### src/verilog/tll_pkg.sv
/*
 package for the transmitter lane level register bank: offsets, field layout, reset values.
 assumes a 32-bit AXI4-Lite bus and four lanes per lane-select field.
*/
package tll_pkg;
	localparam int LANES = 4;
	localparam int ADDR_W = 4;
	localparam logic [ADDR_W-1:0] OFS_LEVEL_CTRL1 = 4'h0;
	localparam logic [ADDR_W-1:0] OFS_LANE_CTRL = 4'h4;
	localparam logic [1:0] RESP_OKAY = 2'h0;
	localparam logic [1:0] RESP_SLVERR = 2'h2;
	localparam int STORE_LSB = 13;
	localparam int STORE_W = 19;
	localparam int FS35_FINE_LSB = 13;
	localparam int FS6_LEVEL_LSB = 16;
	localparam int FS6_FINE_LSB = 21;
	localparam int LS1_LEVEL_LSB = 24;
	localparam int LS2_LEVEL_LSB = 28;
	localparam int LEVEL_W = 5;
	localparam int FINE_W = 3;
	localparam int LS_LEVEL_W = 4;
	localparam int LANE_SELECT_FIELD_LSB = 0;
	localparam logic [31:0] STORED_MASK = 32'hFFFF_E000;
	localparam logic [31:0] LEVEL_CTRL1_RESET = 32'h8953_8000;
	localparam logic [3:0] LANE_SELECT_FIELD_RESET = 4'hF;
	localparam logic [31:0] LANE_SELECT_FIELD_MASK = 32'h0000_000F;

	typedef enum logic [1:0] {
		WR_COLLECT = 2'b00,
		WR_COMMIT = 2'b01,
		WR_RESP = 2'b11
	} tll_wr_state_t;

	function automatic logic [31:0] tll_merge(input logic [31:0] oldWord,
		input logic [31:0] newWord, input logic [3:0] strb, input logic [31:0] mask);
		logic [31:0] res;
		res = oldWord;
		for (int b = 0; b < 4; b++) begin
			if (strb[b]) begin
				res[b*8 +: 8] = newWord[b*8 +: 8];
			end
		end
		return res & mask;
	endfunction : tll_merge

	function automatic logic [1:0] tll_first_lane(input logic [3:0] sel);
		logic [1:0] idx;
		idx = 2'h0;
		for (int i = LANES - 1; i >= 0; i--) begin
			if (sel[i]) begin
				idx = i[1:0];
			end
		end
		return idx;
	endfunction : tll_first_lane
endpackage : tll_pkg

### src/verilog/tll_lane_store.sv
/*
 per-lane storage of the sticky upper level fields, one word per lane.
 assumes resetn is the fundamental reset; writes arrive one cycle wide.
*/
module tll_lane_store
	import tll_pkg::*;
(
	input wire logic ref_clk,
	input wire logic resetn,
	input wire logic wrEn,
	input wire logic [3:0] laneMask,
	input wire logic [3:0] byteEn,
	input wire logic [31:0] wrData,
	output logic [3:0][31:0] laneWord
);
	typedef struct packed {
		logic [3:0][STORE_W-1:0] word;
	} tll_store_t;

	tll_store_t st_reg;
	tll_store_t st_next;
	logic [31:0] merged;

	// only the fundamental reset reaches here, so values survive hot resets
	always_ff @(posedge ref_clk or negedge resetn) begin
		if (!resetn) begin
			for (int i = 0; i < LANES; i++) begin
				st_reg.word[i] <= LEVEL_CTRL1_RESET[31:STORE_LSB];
			end
		end else begin
			st_reg <= st_next;
		end
	end

	always_comb begin
		merged = 32'h0000_0000;
		st_next = st_reg;
		for (int i = 0; i < LANES; i++) begin
			merged = tll_merge({st_reg.word[i], 13'h0000}, wrData, byteEn, STORED_MASK);
			if (wrEn && laneMask[i]) begin
				st_next.word[i] = merged[31:STORE_LSB];
			end
		end
	end

	always_comb begin
		for (int i = 0; i < LANES; i++) begin
			laneWord[i] = {st_reg.word[i], 13'h0000};
		end
	end

	lane_unsel_a: assert property (@(posedge ref_clk) disable iff (!resetn)
		(!laneMask[1] || !wrEn) |=> $stable(laneWord[1]))
		else $error("unselected lane changed");
	lane_write_a: assert property (@(posedge ref_clk) disable iff (!resetn)
		(wrEn && laneMask[0] && byteEn == 4'hF) |=> laneWord[0] == ($past(wrData) & STORED_MASK))
		else $error("selected lane not written");
endmodule : tll_lane_store

### src/verilog/tll_regs.sv
/*
 transmitter lane level register bank, upper fields, behind an AXI4-Lite slave.
 assumes a synchronous hot reset input and port mode inputs from the link layer.
*/
// The address map and register access over AXI4-Lite were left to the implementer.
module tll_regs
	import tll_pkg::*;
(
	input wire logic ref_clk,
	input wire logic resetn,
	input wire logic hotResetn,
	input wire logic awvalid,
	output logic awready,
	input wire logic [tll_pkg::ADDR_W-1:0] awaddr,
	input wire logic wvalid,
	output logic wready,
	input wire logic [31:0] wdata,
	input wire logic [3:0] wstrb,
	output logic bvalid,
	input wire logic bready,
	output logic [1:0] bresp,
	input wire logic arvalid,
	output logic arready,
	input wire logic [tll_pkg::ADDR_W-1:0] araddr,
	output logic rvalid,
	input wire logic rready,
	output logic [31:0] rdata,
	output logic [1:0] rresp,
	input wire logic deemphasisSelect,
	input wire logic lowSwingEnable,
	input wire logic linkGen2,
	input wire logic [3:0][tll_pkg::LEVEL_W-1:0] lowerLevelCode,
	input wire logic [3:0][tll_pkg::FINE_W-1:0] lowerFineCode,
	output logic [3:0][tll_pkg::LEVEL_W-1:0] txDriveLevel,
	output logic [3:0][tll_pkg::FINE_W-1:0] txFineDeemph,
	output logic [3:0] txDeemphOn
);
	import tll_pkg::*;

	typedef struct packed {
		tll_wr_state_t wrState;
		logic awHave;
		logic wHave;
		logic [ADDR_W-1:0] wrAddr;
		logic [31:0] wrData;
		logic [3:0] wrStrb;
		logic [1:0] bresp;
		logic rvalid;
		logic [1:0] rresp;
		logic [31:0] rdata;
		logic [3:0] lane_select_field;
		logic [3:0][LEVEL_W-1:0] level;
		logic [3:0][FINE_W-1:0] fine;
		logic [3:0] deOn;
	} tll_state_t;

	tll_state_t s_reg;
	tll_state_t s_next;
	logic [3:0][31:0] laneWord;
	logic storeWrite;
	logic [31:0] selWord;

	tll_lane_store u_store (
		.ref_clk(ref_clk),
		.resetn(resetn),
		.wrEn(storeWrite),
		.laneMask(s_reg.lane_select_field),
		.byteEn(s_reg.wrStrb),
		.wrData(s_reg.wrData),
		.laneWord(laneWord)
	);

	assign awready = (s_reg.wrState == WR_COLLECT) && !s_reg.awHave;
	assign wready = (s_reg.wrState == WR_COLLECT) && !s_reg.wHave;
	assign bvalid = (s_reg.wrState == WR_RESP);
	assign bresp = s_reg.bresp;
	assign arready = !s_reg.rvalid;
	assign rvalid = s_reg.rvalid;
	assign rdata = s_reg.rdata;
	assign rresp = s_reg.rresp;
	assign txDriveLevel = s_reg.level;
	assign txFineDeemph = s_reg.fine;
	assign txDeemphOn = s_reg.deOn;

	// the stored codes reach the lanes one cycle later, so a write never glitches the driver
	assign storeWrite = (s_reg.wrState == WR_COMMIT) && (s_reg.wrAddr == OFS_LEVEL_CTRL1);
	assign selWord = laneWord[tll_first_lane(s_reg.lane_select_field)];

	always_ff @(posedge ref_clk or negedge resetn) begin
		if (!resetn) begin
			s_reg <= '0;
			s_reg.wrState <= WR_COLLECT;
			s_reg.lane_select_field <= LANE_SELECT_FIELD_RESET;
		end else begin
			s_reg <= s_next;
		end
	end

	always_comb begin
		s_next = s_reg;
		// write channel: address and data in either order, then commit, then answer
		case (s_reg.wrState)
			WR_COLLECT: begin
				if (awvalid && awready) begin
					s_next.awHave = 1'b1;
					s_next.wrAddr = awaddr;
				end
				if (wvalid && wready) begin
					s_next.wHave = 1'b1;
					s_next.wrData = wdata;
					s_next.wrStrb = wstrb;
				end
				if (s_reg.awHave && s_reg.wHave) begin
					s_next.wrState = WR_COMMIT;
				end
			end
			WR_COMMIT: begin
				s_next.wrState = WR_RESP;
				s_next.awHave = 1'b0;
				s_next.wHave = 1'b0;
				s_next.bresp = RESP_OKAY;
				if (s_reg.wrAddr == OFS_LANE_CTRL) begin
					if (s_reg.wrStrb[0]) begin
						s_next.lane_select_field = s_reg.wrData[LANE_SELECT_FIELD_LSB +: 4];
					end
				end else if (s_reg.wrAddr != OFS_LEVEL_CTRL1) begin
					s_next.bresp = RESP_SLVERR;
				end
			end
			WR_RESP: begin
				if (bready) begin
					s_next.wrState = WR_COLLECT;
				end
			end
			default: begin
				s_next.wrState = WR_COLLECT;
			end
		endcase
		// read channel: lowest selected lane answers for the bank
		if (s_reg.rvalid && rready) begin
			s_next.rvalid = 1'b0;
		end
		if (arvalid && arready) begin
			s_next.rvalid = 1'b1;
			s_next.rresp = RESP_OKAY;
			case (araddr)
				OFS_LEVEL_CTRL1: s_next.rdata = selWord;
				OFS_LANE_CTRL: s_next.rdata = {28'h000_0000, s_reg.lane_select_field} & LANE_SELECT_FIELD_MASK;
				default: begin
					s_next.rdata = 32'h0000_0000;
					s_next.rresp = RESP_SLVERR;
				end
			endcase
		end
		// hot reset returns the selection to its reset value 4'hF only; stored codes are left alone
		if (!hotResetn) begin
			s_next.lane_select_field = LANE_SELECT_FIELD_RESET;
		end
		for (int i = 0; i < LANES; i++) begin
			if (lowSwingEnable) begin
				s_next.fine[i] = '0;
				s_next.deOn[i] = 1'b0;
				if (linkGen2) begin
					s_next.level[i] = {1'b0, laneWord[i][LS2_LEVEL_LSB +: LS_LEVEL_W]};
				end else begin
					s_next.level[i] = {1'b0, laneWord[i][LS1_LEVEL_LSB +: LS_LEVEL_W]};
				end
			end else begin
				s_next.deOn[i] = 1'b1;
				if (linkGen2 && deemphasisSelect) begin
					s_next.level[i] = lowerLevelCode[i];
					s_next.fine[i] = laneWord[i][FS35_FINE_LSB +: FINE_W];
				end else if (linkGen2) begin
					s_next.level[i] = laneWord[i][FS6_LEVEL_LSB +: LEVEL_W];
					s_next.fine[i] = laneWord[i][FS6_FINE_LSB +: FINE_W];
				end else begin
					s_next.level[i] = lowerLevelCode[i];
					s_next.fine[i] = lowerFineCode[i];
				end
			end
		end
	end

	// outputs still hold reset values after the release edge, so mode checks skip that edge
	fine_35db_a: assert property (@(posedge ref_clk) disable iff (!resetn)
		(resetn && !lowSwingEnable && linkGen2 && deemphasisSelect)
		|=> txFineDeemph[2] == $past(laneWord[2][FS35_FINE_LSB +: FINE_W]))
		else $error("3.5dB fine code not applied");
	fs35_level_a: assert property (@(posedge ref_clk) disable iff (!resetn)
		(resetn && !lowSwingEnable && linkGen2 && deemphasisSelect)
		|=> txDriveLevel == $past(lowerLevelCode) && txDeemphOn == 4'hF)
		else $error("3.5dB level not taken from lower codes");
	level_6db_a: assert property (@(posedge ref_clk) disable iff (!resetn)
		(resetn && !lowSwingEnable && linkGen2 && !deemphasisSelect)
		|=> txDriveLevel[0] == $past(laneWord[0][FS6_LEVEL_LSB +: LEVEL_W]) && txDeemphOn[0])
		else $error("6dB level not used");
	fine_6db_a: assert property (@(posedge ref_clk) disable iff (!resetn)
		(resetn && !lowSwingEnable && linkGen2 && !deemphasisSelect)
		|=> txFineDeemph[3] == $past(laneWord[3][FS6_FINE_LSB +: FINE_W]))
		else $error("6dB fine code not applied");
	ls_gen1_a: assert property (@(posedge ref_clk) disable iff (!resetn)
		(resetn && lowSwingEnable && !linkGen2)
		|=> txDriveLevel[1] == {1'b0, $past(laneWord[1][LS1_LEVEL_LSB +: LS_LEVEL_W])})
		else $error("low swing gen1 level not used");
	ls_lane3_a: assert property (@(posedge ref_clk) disable iff (!resetn)
		(resetn && lowSwingEnable && !linkGen2)
		|=> txDriveLevel[3] == {1'b0, $past(laneWord[3][LS1_LEVEL_LSB +: LS_LEVEL_W])})
		else $error("low swing gen1 level not used on lane 3");
	ls_gen2_a: assert property (@(posedge ref_clk) disable iff (!resetn)
		(resetn && lowSwingEnable && linkGen2)
		|=> txDriveLevel[0] == {1'b0, $past(laneWord[0][LS2_LEVEL_LSB +: LS_LEVEL_W])})
		else $error("low swing gen2 level not used");
	ls_nodeemph_a: assert property (@(posedge ref_clk) disable iff (!resetn)
		lowSwingEnable |=> txFineDeemph == '0 && txDeemphOn == 4'h0)
		else $error("deemphasis active in low swing");
	gen1_lower_a: assert property (@(posedge ref_clk) disable iff (!resetn)
		(resetn && !lowSwingEnable && !linkGen2)
		|=> txDriveLevel == $past(lowerLevelCode) && txFineDeemph == $past(lowerFineCode))
		else $error("gen1 full swing codes wrong");
	commit_only_a: assert property (@(posedge ref_clk) disable iff (!resetn)
		storeWrite |-> $past(s_reg.awHave) && $past(s_reg.wHave))
		else $error("store written outside a commit");
	empty_select_a: assert property (@(posedge ref_clk) disable iff (!resetn)
		(storeWrite && s_reg.lane_select_field == 4'h0) |=> $stable(laneWord))
		else $error("empty selection changed a lane");
	sticky_store_a: assert property (@(posedge ref_clk) disable iff (!resetn)
		!storeWrite |=> $stable(laneWord))
		else $error("stored codes changed without a write");
	sel_write_a: assert property (@(posedge ref_clk) disable iff (!resetn)
		(s_reg.wrState == WR_COMMIT && s_reg.wrAddr == OFS_LANE_CTRL
		&& s_reg.wrStrb[0] && hotResetn)
		|=> s_reg.lane_select_field == $past(s_reg.wrData[LANE_SELECT_FIELD_LSB +: 4]))
		else $error("lane select not written");
	sel_read_a: assert property (@(posedge ref_clk) disable iff (!resetn)
		(arvalid && arready && araddr == OFS_LANE_CTRL)
		|=> rdata == {28'h000_0000, $past(s_reg.lane_select_field)})
		else $error("lane select read wrong");
	lane_read_a: assert property (@(posedge ref_clk) disable iff (!resetn)
		(arvalid && arready && araddr == OFS_LEVEL_CTRL1 && s_reg.lane_select_field[0])
		|=> rdata == $past(laneWord[0]))
		else $error("lowest selected lane not read");
	unmapped_write_a: assert property (@(posedge ref_clk) disable iff (!resetn)
		(s_reg.wrState == WR_COMMIT && s_reg.wrAddr != OFS_LEVEL_CTRL1
		&& s_reg.wrAddr != OFS_LANE_CTRL)
		|=> bresp == RESP_SLVERR)
		else $error("unmapped write not refused");
	hot_sticky_a: assert property (@(posedge ref_clk) disable iff (!resetn)
		(!hotResetn && !storeWrite) |=> $stable(laneWord) && s_reg.lane_select_field == LANE_SELECT_FIELD_RESET)
		else $error("hot reset disturbed sticky codes");
	write_resp_a: assert property (@(posedge ref_clk) disable iff (!resetn)
		(s_reg.wrState == WR_COMMIT) |=> bvalid[*1] ##0 (s_reg.awHave == 1'b0))
		else $error("write answer missing");
	// bus handshake checks: answers stand until taken and never appear unasked
	bresp_hold_a: assert property (@(posedge ref_clk) disable iff (!resetn)
		(bvalid && !bready) |=> bvalid && $stable(bresp))
		else $error("write answer dropped early");
	rdata_hold_a: assert property (@(posedge ref_clk) disable iff (!resetn)
		(rvalid && !rready) |=> rvalid && $stable(rdata) && $stable(rresp))
		else $error("read answer dropped early");
	stray_bvalid_a: assert property (@(posedge ref_clk) disable iff (!resetn)
		(!bvalid && s_reg.wrState != WR_COMMIT) |=> !bvalid)
		else $error("write answer without a commit");
	stray_rvalid_a: assert property (@(posedge ref_clk) disable iff (!resetn)
		(!rvalid && !(arvalid && arready)) |=> !rvalid)
		else $error("read answer without a request");
	aw_once_a: assert property (@(posedge ref_clk) disable iff (!resetn)
		(awvalid && awready) |=> !awready)
		else $error("write address taken twice");
	w_once_a: assert property (@(posedge ref_clk) disable iff (!resetn)
		(wvalid && wready) |=> !wready)
		else $error("write data taken twice");
	ar_once_a: assert property (@(posedge ref_clk) disable iff (!resetn)
		(arvalid && arready) |=> rvalid && !arready)
		else $error("read address not answered");

	write_cv: cover property (@(posedge ref_clk) disable iff (!resetn)
		storeWrite && s_reg.lane_select_field == 4'h9);
	empty_write_cv: cover property (@(posedge ref_clk) disable iff (!resetn)
		storeWrite && s_reg.lane_select_field == 4'h0);
	slverr_cv: cover property (@(posedge ref_clk) disable iff (!resetn)
		bvalid && bresp == RESP_SLVERR);
	ls_gen2_cv: cover property (@(posedge ref_clk) disable iff (!resetn)
		lowSwingEnable && linkGen2 ##1 !lowSwingEnable);
	hot_reset_cv: cover property (@(posedge ref_clk) disable iff (!resetn)
		!hotResetn ##1 s_reg.lane_select_field == LANE_SELECT_FIELD_RESET);
endmodule : tll_regs

### config.mk
export PLATFORM = sky130hd
export DESIGN_NAME = tll_regs
export DESIGN_NICKNAME = d
export VERILOG_FILES = /design/src/verilog/tll_pkg.sv /design/src/verilog/tll_lane_store.sv /design/src/verilog/tll_regs.sv
export SDC_FILE = /design/constraint.sdc
export NUM_CORES = 1
export LEC_CHECK = 0
export BUFFER_PORTS_ARGS = -buffer_cell sky130_fd_sc_hd__buf_4
export CORE_AREA = 2 2 141 115
export CTS_CLUSTER_DIAMETER = 200
export DETAILED_ROUTE_END_ITERATION = 12
export DIE_AREA = 0 0 143 117
export PLACE_DENSITY = 0.8
export SLEW_MARGIN = 20
export SYNTH_ARGS = -nofsm -noshare
export SYNTH_HDL_FRONTEND = slang
export SYNTH_SLANG_ARGS = --single-unit
### constraint.sdc
create_clock -name ref_clk -period 2.4 [get_ports ref_clk]
set_input_delay 0.12 -clock ref_clk [delete_from_list [all_inputs] [get_ports ref_clk]]
set_output_delay 0.12 -clock ref_clk [all_outputs]
set_load 0.01 [all_outputs]
Word-level counts from Yosys, hierarchy flattened
Cells that the tools add are included.
{"block": "totals", "register_bits": 194, "in_bits": 87, "output_inout_bits": 77, "word_cells": 136}
{"block": "classes", "n_lt_le_gt_ge": 1, "n_eq_ne": 11, "muxes": 51, "reduce_logical": 41}
{"op": "32-bit binary-select mux with 2-bit select", "n": 1}
{"op": "32-bit one-hot mux with 2 select lines", "n": 1}
{"op": "5-bit 2-to-1 mux", "n": 12}
{"op": "3-bit 2-to-1 mux", "n": 12}
{"op": "35-bit 2-to-1 mux", "n": 1}
{"op": "2-bit AND reduction", "n": 17}
{"op": "32-bit 2-to-1 mux", "n": 1}
{"op": "4-bit 2-to-1 mux", "n": 8}
{"op": "2-bit 2-to-1 mux", "n": 9}
{"op": "2-bit by 1-bit != test with 1-bit output (second input constant)", "n": 7}
{"op": "1-bit logical AND", "n": 13}
{"op": "4-bit by 3-bit == test with 1-bit output (second input constant)", "n": 2}
{"op": "4-bit zero test", "n": 2}
{"op": "2-bit one-hot mux with 3 select lines", "n": 1}
{"op": "1-bit 2-to-1 mux", "n": 4}
{"op": "2-bit one-hot mux with 2 select lines", "n": 1}
{"op": "2-bit nonzero test", "n": 2}
{"op": "4-bit nonzero test", "n": 1}
{"op": "1-bit zero test", "n": 3}
{"op": "2-bit by 3-bit less-than comparator with 1-bit output (second input constant)", "n": 1}
{"op": "3-bit AND reduction", "n": 1}
{"op": "2-bit by 1-bit == test with 1-bit output (second input constant)", "n": 1}
{"op": "2-bit == test (second input constant)", "n": 1}
{"op": "2-bit zero test", "n": 1}
{"op": "2-bit OR reduction", "n": 1}

Depth between registers and ports, before layout
Gate-level depths: netlist of the first run.
{"block": "depth", "depth_word": 8, "depth_mapped": 6, "mapped_depth_nobuf": 3}

Modules after synthesis
Synthesis of the first run repeated with hierarchy kept, for this count alone.
{"block": "hier_totals", "cells_unflattened": 829, "hier_area_um2": 9492.9}
{"module": "tll_regs", "n_inst": 1, "cells_per_inst": 611, "area_each_um2": 6189.7, "seq_area_each_um2": 2907.8}
{"module": "tll_lane_store", "n_inst": 1, "cells_per_inst": 218, "area_each_um2": 3303.2, "seq_area_each_um2": 1941.9}

Worst setup path after synthesis of the first run
Ideal clock, no wire load.
{"block": "synth_timing", "path_type": "register to register", "start": "register s_reg[120] (netlist name)", "end": "register u_store.st_reg, in the netlist u_store.laneWord[25]", "setup_ns": 0.125, "arrival_ns": 1.908, "t_required_ns": 2.275, "path_slack_ns": 0.367, "stages_incl_launch_ff": 6, "n_path_buf": 2, "synth_period_minus_slack_ns": 2.033, "cell_sequence": "dfrtp_1 > or4b_1 > buf_2 > buf_6 > nor3_4 > mux2_2"}
{"block": "synth_between", "elab_chain_len": 4}
{"element": "from (decl)", "line": "tll_regs.sv:57", "text": "tll_state_t s_reg;"}
{"element": "from (signal assigned)", "line": "tll_regs.sv:95", "text": "s_reg <= s_next;"}
{"element": "2-bit by 1-bit == test with 1-bit output", "line": "tll_regs.sv:86", "text": "assign storeWrite = (s_reg.wrState == WR_COMMIT) && (s_reg.wrAddr == OFS_LEVEL_CTRL1);"}
{"element": "1-bit logical AND", "line": "tll_regs.sv:86"}
{"element": "1-bit logical AND", "line": "tll_lane_store.sv:40", "text": "if (wrEn && laneMask[i]) begin"}
{"element": "2-bit AND reduction (no source line)"}
{"element": "to (signal assigned)", "line": "tll_lane_store.sv:31", "text": "st_reg <= st_next;"}
{"element": "to (decl)", "line": "tll_lane_store.sv:20", "text": "tll_store_t st_reg;"}
No other way between the ends.
A chain may end at the register's enable or synchronous reset.

Worst setup path in the final report of the first run
{"block": "layout_timing", "start": "register s_reg[120] (netlist name)", "end": "register u_store.st_reg, in the netlist u_store.laneWord[87]"}
Same word-level chain as after synthesis.

==> reports/results.txt, run 1 <==
Status -> finished clean
FP Rows -> 41
Pwr dens -> 1020 mW/mm^2
Max reg flops -> 76
H-tree depth -> 4
Root Driver -> clkbuf_16
Total Wirelength -> 20.9 mm
Fin crit period -> 2.13 ns
Port Buffers -> 143
DRT iter0 DRCs -> 463
Worst EP arrival -> 2.44 ns
Share of layout cells above drive strength 1 -> 0.430
Area of the die -> 0.0167 mm^2
Crit path from -> s_reg[120]
Worst-Margin Slew -> 1.07 ns
Cell Area, Synth -> 0.00844 mm^2
CP required -> 2.71 ns
CTS Sinks -> 174
Worst Setup End Kind -> flop
Wire per inst -> 19.4 um
Slew headroom -> 0.289
Die Wd -> 143 um
Kind of critical path -> flop to flop
Synthesized flop and latch total -> 174
Hold crit path type -> input pin to flop
Number of buffers added for setup after CTS -> 0
Post-route setup TNS -> 0 ns
Syn Inst Count -> 711
Fin cells -> 1,074
Yosys warnings -> 0
Worst skew pair latency -> 0.43 ns
Slew Limit Fails -> 0
Startpoint types -> flop
CP max FO -> 14
Mapped Avg Cell Area -> 11.9 um^2
Clock-pin slew on the worst setup and hold paths -> 0.06 ns
Worst IR Drop VDD -> 0.835 mV
# Max-Cap Violations -> 0
Unique masters post-synth -> 38
Hold path start -> lowerFineCode[0]
Initial antenna violation count -> 0
F_max -> 0.469 GHz
Worst setup path end -> u_store.laneWord[87]
Final core occ -> 0.680
Final setup fails -> 0
Post-synth ARST share -> 1.00
R2r setup slk -> 0.27 ns
Worst Reg-to-Reg Cells -> 5
CTS Buffer Depth -> 2
Antenna cell count -> 0
Top_reg_cell synth -> dfrtp_1
Vias per cell -> 5.50
GRT Total Usage -> 0.258
Vias in the first global route -> 6,153
Worst r2r dst -> u_store.laneWord[87]
Post-synthesis sequential area ratio -> 0.521
Commonest non-fill, non-tap cells in the layout -> buf_4, dfrtp_1, mux2_2, dlygate4sd3_1, a21oi_1
Detailed Place HPWL -> 13.4 mm
RSZ-0062 raised after global routing -> false
First-pass GRT wire length -> 32.7 mm
Initial core utilization -> 0.546
Via count -> 5,904
Total CTS buffers -> 17
Period utilisation layout -> 0.889
GPL Wtd Cong -> 0.845
Io pins -> 164
Post-route clock skew -> 0.00735 ns
Dpl cells -> 984
R2R Path Start -> s_reg[120]
Fill count -> 1,105
Remaining Overflow, GRT -> 0
Core Box Area -> 0.0154 mm^2
Static leakage -> 4.84 nW
Final nets -> 933
ANT nets after route -> 0
CTS tree -> yes
Die Span Y -> 117 um
Final Hold Fails -> 0
Layout area overhead -> 24.5%
Largest net degree at the start of global routing -> 71
Overall Power -> 0.0108 W
DR pass1 iterations -> 6
Post-route DRC -> 0
EDFF count, synth -> 0
Most common cell after layout, fill and taps aside -> buf_4
[power breakdown]
part	internal [W]	total, W	switching [W]
logic	0.00156	0.00269	0.00113
clock network	0.00180	0.00295	0.00115
registers	0.00414	0.00512	0.000971
[how the worst min path moves through the flow]
stage                        to  depth (start not counted)
6_report        txFineDeemph[0]                          3
5_1_grt        txDriveLevel[18]                          3
4_1_cts         txDriveLevel[4]                          2
3_5_place_dp    txFineDeemph[6]                          1
3_3_place_gp    txFineDeemph[6]                          1
2_1_floorplan          bresp[1]                          0
[logic make-up (layout without fill, tap and decap cells)]
kind of cell / after synthesis / in the layout / share of synthesized area
muxes: 144 / 144 / 0.187
and+or+nand+nor: 162 / 162 / 0.119
AOI/OAI and AO/OA: 111 / 111 / 0.0860
DFF: 174 / 174 / 0.521
buffers and inverters: 119 / 257 / 0.0863
other: 1 / 11 / 0.000444
[stage by stage]
| step | hold WS [ns] | area (um^2) | worst slack [ns] |
|---|---|---|---|
| floorplan | -0.176 | 8470 | 0.367 |
| global placement | 0.163 | 9280 | 0.362 |
| detailed placement | 0.185 | 9280 | 0.296 |
| CTS | 0.0000699 | 10500 | 0.275 |
| global route | 0.0141 | 10500 | 0.150 |
| finish | 0.00846 | 10500 | 0.267 |
[repair_timing]
| action | CTS | global route |
|---|---|---|
| hold buffers | 58 | 0 |
| resized for setup | 0 | 0 |
| hold endpoints to repair | 104 | 0 |
[Yosys cell counts, drive strengths merged (2+ instances only)]
library cell / count / area (um^2)
clkbuf: 31 / 116
nor3b: 2 / 15.0
or3b: 18 / 158
and2: 3 / 18.8
nor2: 38 / 143
inv: 4 / 15.0
nand2: 20 / 75.1
a21oi: 54 / 270
o41ai: 18 / 158
or3: 3 / 18.8
a211oi: 28 / 210
dfrtp: 138 / 3450
nand3b: 12 / 90.1
nor2b: 26 / 163
nand2b: 21 / 131
mux2: 108 / 1220
a22o: 4 / 35.0
nor3: 17 / 175
o21ai: 2 / 10.0
mux2i: 36 / 360
buf: 83 / 593
dfstp: 36 / 946
[layout make-up]
type / instances / area, um^2 / share of cell area
Timing Repair Buffer: 220 / 1830 / 0.174
Multi-Input combinational cell: 428 / 3350 / 0.319
Sequential cell: 174 / 4400 / 0.419
Clock inverter: 13 / 188 / 0.0179
Inverter: 5 / 18.8 / 0.00179
Tap cell: 215 / 269 / 0.0256
Clock buffer: 19 / 453 / 0.0431
[critical path, stage by stage, from the launching register on]
cell     delay [ns]
dfrtp_1        0.44
or4b_1         0.53
buf_4          0.24
nor3_2         0.19
buf_4          0.25
mux2_2         0.37
[layer usage]
| layer | GRT usage | up-vias | wire [um] |
|---|---|---|---|
| met3 | 0.0700 | 22 | 1610 |
| met1 | 0.345 | 2942 | 9040 |
| met4 | 0.0818 | 0 | 327 |
| met5 | 0 | - | 0 |
| met2 | 0.415 | 231 | 9900 |
| li1 | - | 2709 | - |
Note: power is estimated with default switching activity, not from simulation.
==> run 2: changes to the inputs <==
- ABC_AREA: unset -> 1
==> reports/results.txt, run 2 <==
CTS tree -> yes
Slowest CP cell -> nor2_4
Total Wirelength -> 21.4 mm
Worst-Margin Slew -> 0.711 ns
Area contributors post-synth -> dfrtp_1, nand2_1, dfstp_2
Initial core utilization -> 0.548
Crit path buf inv count -> 0
Internal Power -> 0.00701 W
Yosys warnings -> 0
Post-Synth XOR/XNOR Area -> 0
Hold crit path type -> input pin to flop
DR pass1 iterations -> 6
CTS Sinks -> 174
Worst IR Drop VDD -> 0.640 mV
EDFF count, synth -> 0
GPL Wtd Cong -> 0.895
Top post-synthesis cells by count -> nand2_1, dfrtp_1, nand3_1
Vias per cell -> 5.29
Critical Path, Cell by Cell -> nor2_2 -> nand3_2 -> nor2_4 -> nand3_2 -> o21ai_0
Area of the multi-input gates -> 0.00297 mm^2
Mux cell area share after synthesis -> 0
Post-route clock skew -> 0.00872 ns
Core Box Area -> 0.0154 mm^2
Setup WS post-layout -> 0.348 ns
F_max -> 0.487 GHz
ANT nets after route -> 0
Worst EP arrival -> 2.38 ns
Vias in the first global route -> 6,643
Reg area -> 0.00440 mm^2
Synthesized flop and latch total -> 174
Port Buffers -> 143
Post-synth ARST share -> 1.00
Layout area overhead -> 23.5%
CTS Buffer Depth -> 2
DRT iter0 DRCs -> 848
Total CTS buffers -> 17
First-pass GRT wire length -> 34.2 mm
Slew headroom -> 0.525
CTS resizes -> 0
Hold Crit Depth -> 3
Fill count -> 1,256
Top cell by count, worst path -> nand3_2
Sw power -> 0.00331 W
Cell Area, Synth -> 0.00847 mm^2
Remaining Overflow, GRT -> 0
Die Wd -> 143 um
Simple-gate share of the synthesized area -> 0.230
Detailed Place HPWL -> 14.4 mm
Synth Area in Adders -> 0
Share of layout cells above drive strength 1 -> 0.223
Syn Inst Count -> 1,001
Reg power frac -> 0.450
Mapped Avg Cell Area -> 8.46 um^2
DP Area -> 0.00918 mm^2
Final instance area -> 0.0105 mm^2
Largest family of logic cells by synthesized area -> simple AND/OR/NAND/NOR gates
H-tree depth -> 4
Top cell type's share of synthesized area -> 0.408
Critical Path Max Stage Delay -> 0.45 ns
Worst Reg-to-Reg Cells -> 5
# Max-Cap Violations -> 0
Antenna cell count -> 0
Period utilisation layout -> 0.855
Kind of critical path -> flop to flop
Worst Setup End Kind -> flop
Setup WS pre-CTS -> 0.437 ns
Post-route setup TNS -> 0 ns
Wire per inst -> 15.7 um
Slew Limit Fails -> 0
FP Rows -> 41
Via count -> 7,193
Most common cell after layout, fill and taps aside -> nand2_1
Top_reg_cell synth -> dfrtp_1
Die Span Y -> 117 um
Pwr dens -> 987 mW/mm^2
Area of the die -> 0.0167 mm^2
RSZ-0062 raised after global routing -> false
Post-synthesis sequential area ratio -> 0.519
Top delay family on crit path -> simple AND/OR/NAND/NOR gates
Max reg flops -> 76
GRT Total Usage -> 0.267
Io pins -> 164
Initial antenna violation count -> 0
Clock Power Share -> 0.297
Final core occ -> 0.677
Synth Area in Compound Gates -> 0.115
Status -> finished clean
Root Driver -> clkbuf_16
Sw frac -> 0.321
Largest net degree at the start of global routing -> 64
Logic pwr share -> 0.253
Clock-pin slew on the worst setup and hold paths -> 0.06 ns
Number of buffers added for setup after CTS -> 0
Commonest non-fill, non-tap cells in the layout -> nand2_1, buf_4, dfrtp_1, nand3_1, inv_1
Post-route DRC -> 0
Worst skew pair latency -> 0.44 ns
Count leader, synth -> nand2_1
CP max FO -> 16
Final setup fails -> 0
Final nets -> 1,221
CP required -> 2.73 ns
WP depth -> 5
Fin crit period -> 2.05 ns
Static leakage -> 5.20 nW
Dominant cell type by area after synthesis -> dfrtp_1
Final Hold Fails -> 0
Unique masters post-synth -> 33
Startpoint types -> flop
run 2: cell count changes after synthesis, sizes merged, moves of 27 or more:
cell    change
nand3     +111
mux2      -108
o21ai     +120
nand2     +254
a211oi     -27
inv        +81
mux2i      -36
run 2: kinds of logic after synthesis:
group	after synthesis
DFF	174
and+or+nand+nor	450
other	1
buffers and inverters	204
AOI/OAI and AO/OA	172
run 2: tightest hold or removal path: cells and delay by family:
family / cells / cell delay [ns]
AND/OR/NAND/NOR: 1 / 0.04
AO/OA/AOI/OAI: 1 / 0.16
buffers and inverters: 1 / 0.07
run 2: power groups by stage:
| stage | combinational, W | sequential (W) | clock [W] |
|---|---|---|---|
| after floorplan | 0.00183 | 0.00449 | 0 |
| after global placement | 0.00238 | 0.00462 | 0 |
| after detailed placement | 0.00247 | 0.00466 | 0 |
| after CTS | 0.00260 | 0.00462 | 0.00309 |
| after global routing | 0.00297 | 0.00476 | 0.00322 |
| final | 0.00262 | 0.00464 | 0.00307 |
run 2: path summary, 6_finish.rpt:
check | from | endpoint | slack, ns
worst max-delay path | s_reg[120] | u_store.laneWord[89] | 0.35
worst min-delay path | lowerLevelCode[6] | txDriveLevel[6] | 0.02
worst max register to register | s_reg[120] | u_store.laneWord[89] | 0.35
worst min register to register | s_reg[81] | s_reg[81] | 0.48
max in group asynchronous | resetn | u_store.laneWord[123] | 1.32
min in group asynchronous | resetn | txFineDeemph[0] | 0.23
run 2: layout make-up:
cell class	instances	area share
flip-flops and latches	174	0.421
inverters	86	0.0309
multi-input cells	633	0.284
clock buffers	23	0.0438
clock inverters	8	0.0182
well taps	215	0.0257
repair buffers	222	0.177
run 2: what timing repair did:
action / CTS / global route
hold buffers: 63 / 0
endpoints found under the setup margin: 0 / 0
hold endpoints to repair: 108 / 0
run 2: stage by stage:
step,hold WS [ns],instances,power [W]
2_1_floorplan,-0.176,1011,0.00632
3_3_place_gp,0.132,1267,0.00699
3_5_place_dp,0.139,1267,0.00712
4_1_cts,0.0130,1361,0.0103
5_1_grt,0.0145,1361,0.0109
6_report,0.0235,1361,0.0103
run 2: per-layer routing:
layer  track usage  share of wire  wire length (um)  vias up
li1              -              -                 -     3409
met1         0.381           0.45              9590     3415
met2         0.408           0.44              9480      335
met3        0.0643          0.090              1920       34
met4        0.0871          0.019               403        0
met5             0              0                 0        -
==> run 3: changes to the inputs <==
--- a/config.mk
+++ b/config.mk
@@ -7,10 +7,10 @@
 export LEC_CHECK = 0
 export ABC_AREA = 1
-export BUFFER_PORTS_ARGS = -buffer_cell sky130_fd_sc_hd__buf_4
-export CORE_AREA = 2 2 141 115
+export CORE_AREA = 2 2 136 112
 export CTS_CLUSTER_DIAMETER = 200
 export DETAILED_ROUTE_END_ITERATION = 12
-export DIE_AREA = 0 0 143 117
-export PLACE_DENSITY = 0.8
+export DIE_AREA = 0 0 138 114
+export DONT_BUFFER_PORTS = 1
+export PLACE_DENSITY = 0.75
 export SLEW_MARGIN = 20
 export SYNTH_ARGS = -nofsm -noshare
==> constraint.sdc (replaced) <==
create_clock -name ref_clk -period 2.4 [get_ports ref_clk]
set_input_delay 0 -clock ref_clk [delete_from_list [all_inputs] [get_ports ref_clk]]
set_output_delay 0 -clock ref_clk [all_outputs]
set_load 0.01 [all_outputs]
==> reports/results.txt, run 3 (same netlist as run 2, synthesis figures left out) <==
Worst IR Drop VDD -> 0.755 mV
Most common cell after layout, fill and taps aside -> nand2_1
Setup WS pre-CTS -> 0.544 ns
Status -> finished, violations left
Area of the multi-input gates -> 0.00297 mm^2
Slew headroom -> 0.603
Share of layout cells above drive strength 1 -> 0.112
Worst skew pair latency -> 0.43 ns
Crit path from -> s_reg[120]
Fin cells -> 1,227
Post-CTS Hold Buffers -> 99
Hold crit path type -> input pin to asynchronous set/reset pin
Die Wd -> 138 um
Top cell by count, worst path -> nor2_1
Initial antenna violation count -> 0
Max reg flops -> 76
Commonest non-fill, non-tap cells in the layout -> nand2_1, dfrtp_1, nand3_1, dlygate4sd3_1, inv_1
Clock-pin slew on the worst setup and hold paths -> 0.07 ns
Largest net degree at the start of global routing -> 175
Total Wirelength -> 20.9 mm
RSZ-0062 raised after global routing -> false
Slew Limit Fails -> 0
Hold WS -> -0.737 ns
Die Span Y -> 114 um
Static leakage -> 4.60 nW
Final core occ -> 0.661
Root Driver -> clkbuf_16
Pwr dens -> 1010 mW/mm^2
Detailed Place HPWL -> 13.4 mm
# Max-Cap Violations -> 0
FP Rows -> 40
Post-route DRC -> 0
Remaining Overflow, GRT -> 0
Final Hold Fails -> 174
Fin crit period -> 2.24 ns
CP max FO -> 6
First-pass GRT wire length -> 33.9 mm
Worst-Margin Slew -> 0.594 ns
GPL Wtd Cong -> 0.875
R2R Path Start -> s_reg[120]
CP required -> 2.71 ns
Worst Setup End Kind -> flop
Via count -> 6,716
Reg area -> 0.00440 mm^2
DRT iter0 DRCs -> 764
Layout area overhead -> 13.3%
Core Box Area -> 0.0145 mm^2
Io pins -> 164
Final nets -> 1,112
Vias per cell -> 5.47
Number of buffers added for setup after CTS -> 0
ANT nets after route -> 0
Period utilisation layout -> 0.932
Failing checks -> hold timing
Kind of critical path -> flop to flop
DR pass1 iterations -> 5
Critical Path Max Stage Delay -> 0.56 ns
Setup WS post-layout -> 0.163 ns
GRT Total Usage -> 0.274
Startpoint types -> flop
Antenna cell count -> 0
Slowest CP cell -> dlygate4sd3_1
Post-route setup TNS -> 0 ns
Wire per inst -> 17.0 um
Total CTS buffers -> 17
CTS Buffer Depth -> 2
Vias in the first global route -> 6,320
Post-route clock skew -> 0.00724 ns
CTS tree -> yes
Worst EP arrival -> 2.55 ns
Port Buffers -> 0
CTS Sinks -> 174
Final setup fails -> 0
Area of the die -> 0.0157 mm^2
F_max -> 0.447 GHz
Initial core utilization -> 0.584
Fill count -> 1,190
H-tree depth -> 4
Critical Path, Cell by Cell -> nor2_1 -> inv_1 -> nor2_1 -> nand2_1 -> nor2_1 -> dlygate4sd3_1 -> a21oi_1 -> dlygate4sd3_1
CTS resizes -> 0
Dpl cells -> 1,096
[run 3: worst paths after layout]
kind,end,slack (ns),cells after the start
hold reg to reg,u_store.laneWord[123],0.48,2
setup / recovery,s_reg[116],0.16,8
hold / removal,txDriveLevel[0],-0.74,0
max in group asynchronous,u_store.laneWord[123],2.79,0
min in group ref_clk,txDriveLevel[12],0.06,3
setup reg to reg,s_reg[116],0.16,8
[run 3: power breakdown]
group	internal [W]	switching [W]	leakage, nW
Sequential	0.00401	0.000691	2.13
Clock	0.00153	0.00116	0.284
Combinational	0.000905	0.00143	2.19
Total	0.00645	0.00328	4.60
[run 3: layout make-up]
| class | instances | share of cell area |
|---|---|---|
| well taps | 189 | 0.0247 |
| clock buffers | 18 | 0.0447 |
| clock inverters | 14 | 0.0147 |
| repair buffers | 113 | 0.114 |
| inverters | 86 | 0.0337 |
| multi-input cells | 633 | 0.309 |
| flip-flops and latches | 174 | 0.459 |
[run 3: per-layer routing]
layer,wire [um],GRT usage,part of all wire
met1,9620,0.405,0.46
met2,9070,0.404,0.43
met3,1900,0.0747,0.091
met4,276,0.0714,0.013
met5,0,0,0
[run 3: stage by stage]
stage	instance area, um^2	hold WS [ns]	total power [W]
final	9590	-0.737	0.00974
after global routing	9590	-0.755	0.0104
after CTS	9590	-0.749	0.00972
after detailed placement	8030	-0.292	0.00678
after global placement	8030	-0.290	0.00668
after floorplan	8510	-0.296	0.00632
[run 3: critical path, delay by kind of cell, from the launching register on]
family                 cells  cell delay [ns]
AND/OR/NAND/NOR            4             0.50
flip-flops                 1             0.41
AO/OA/AOI/OAI              1             0.04
buffers and inverters      3             1.16
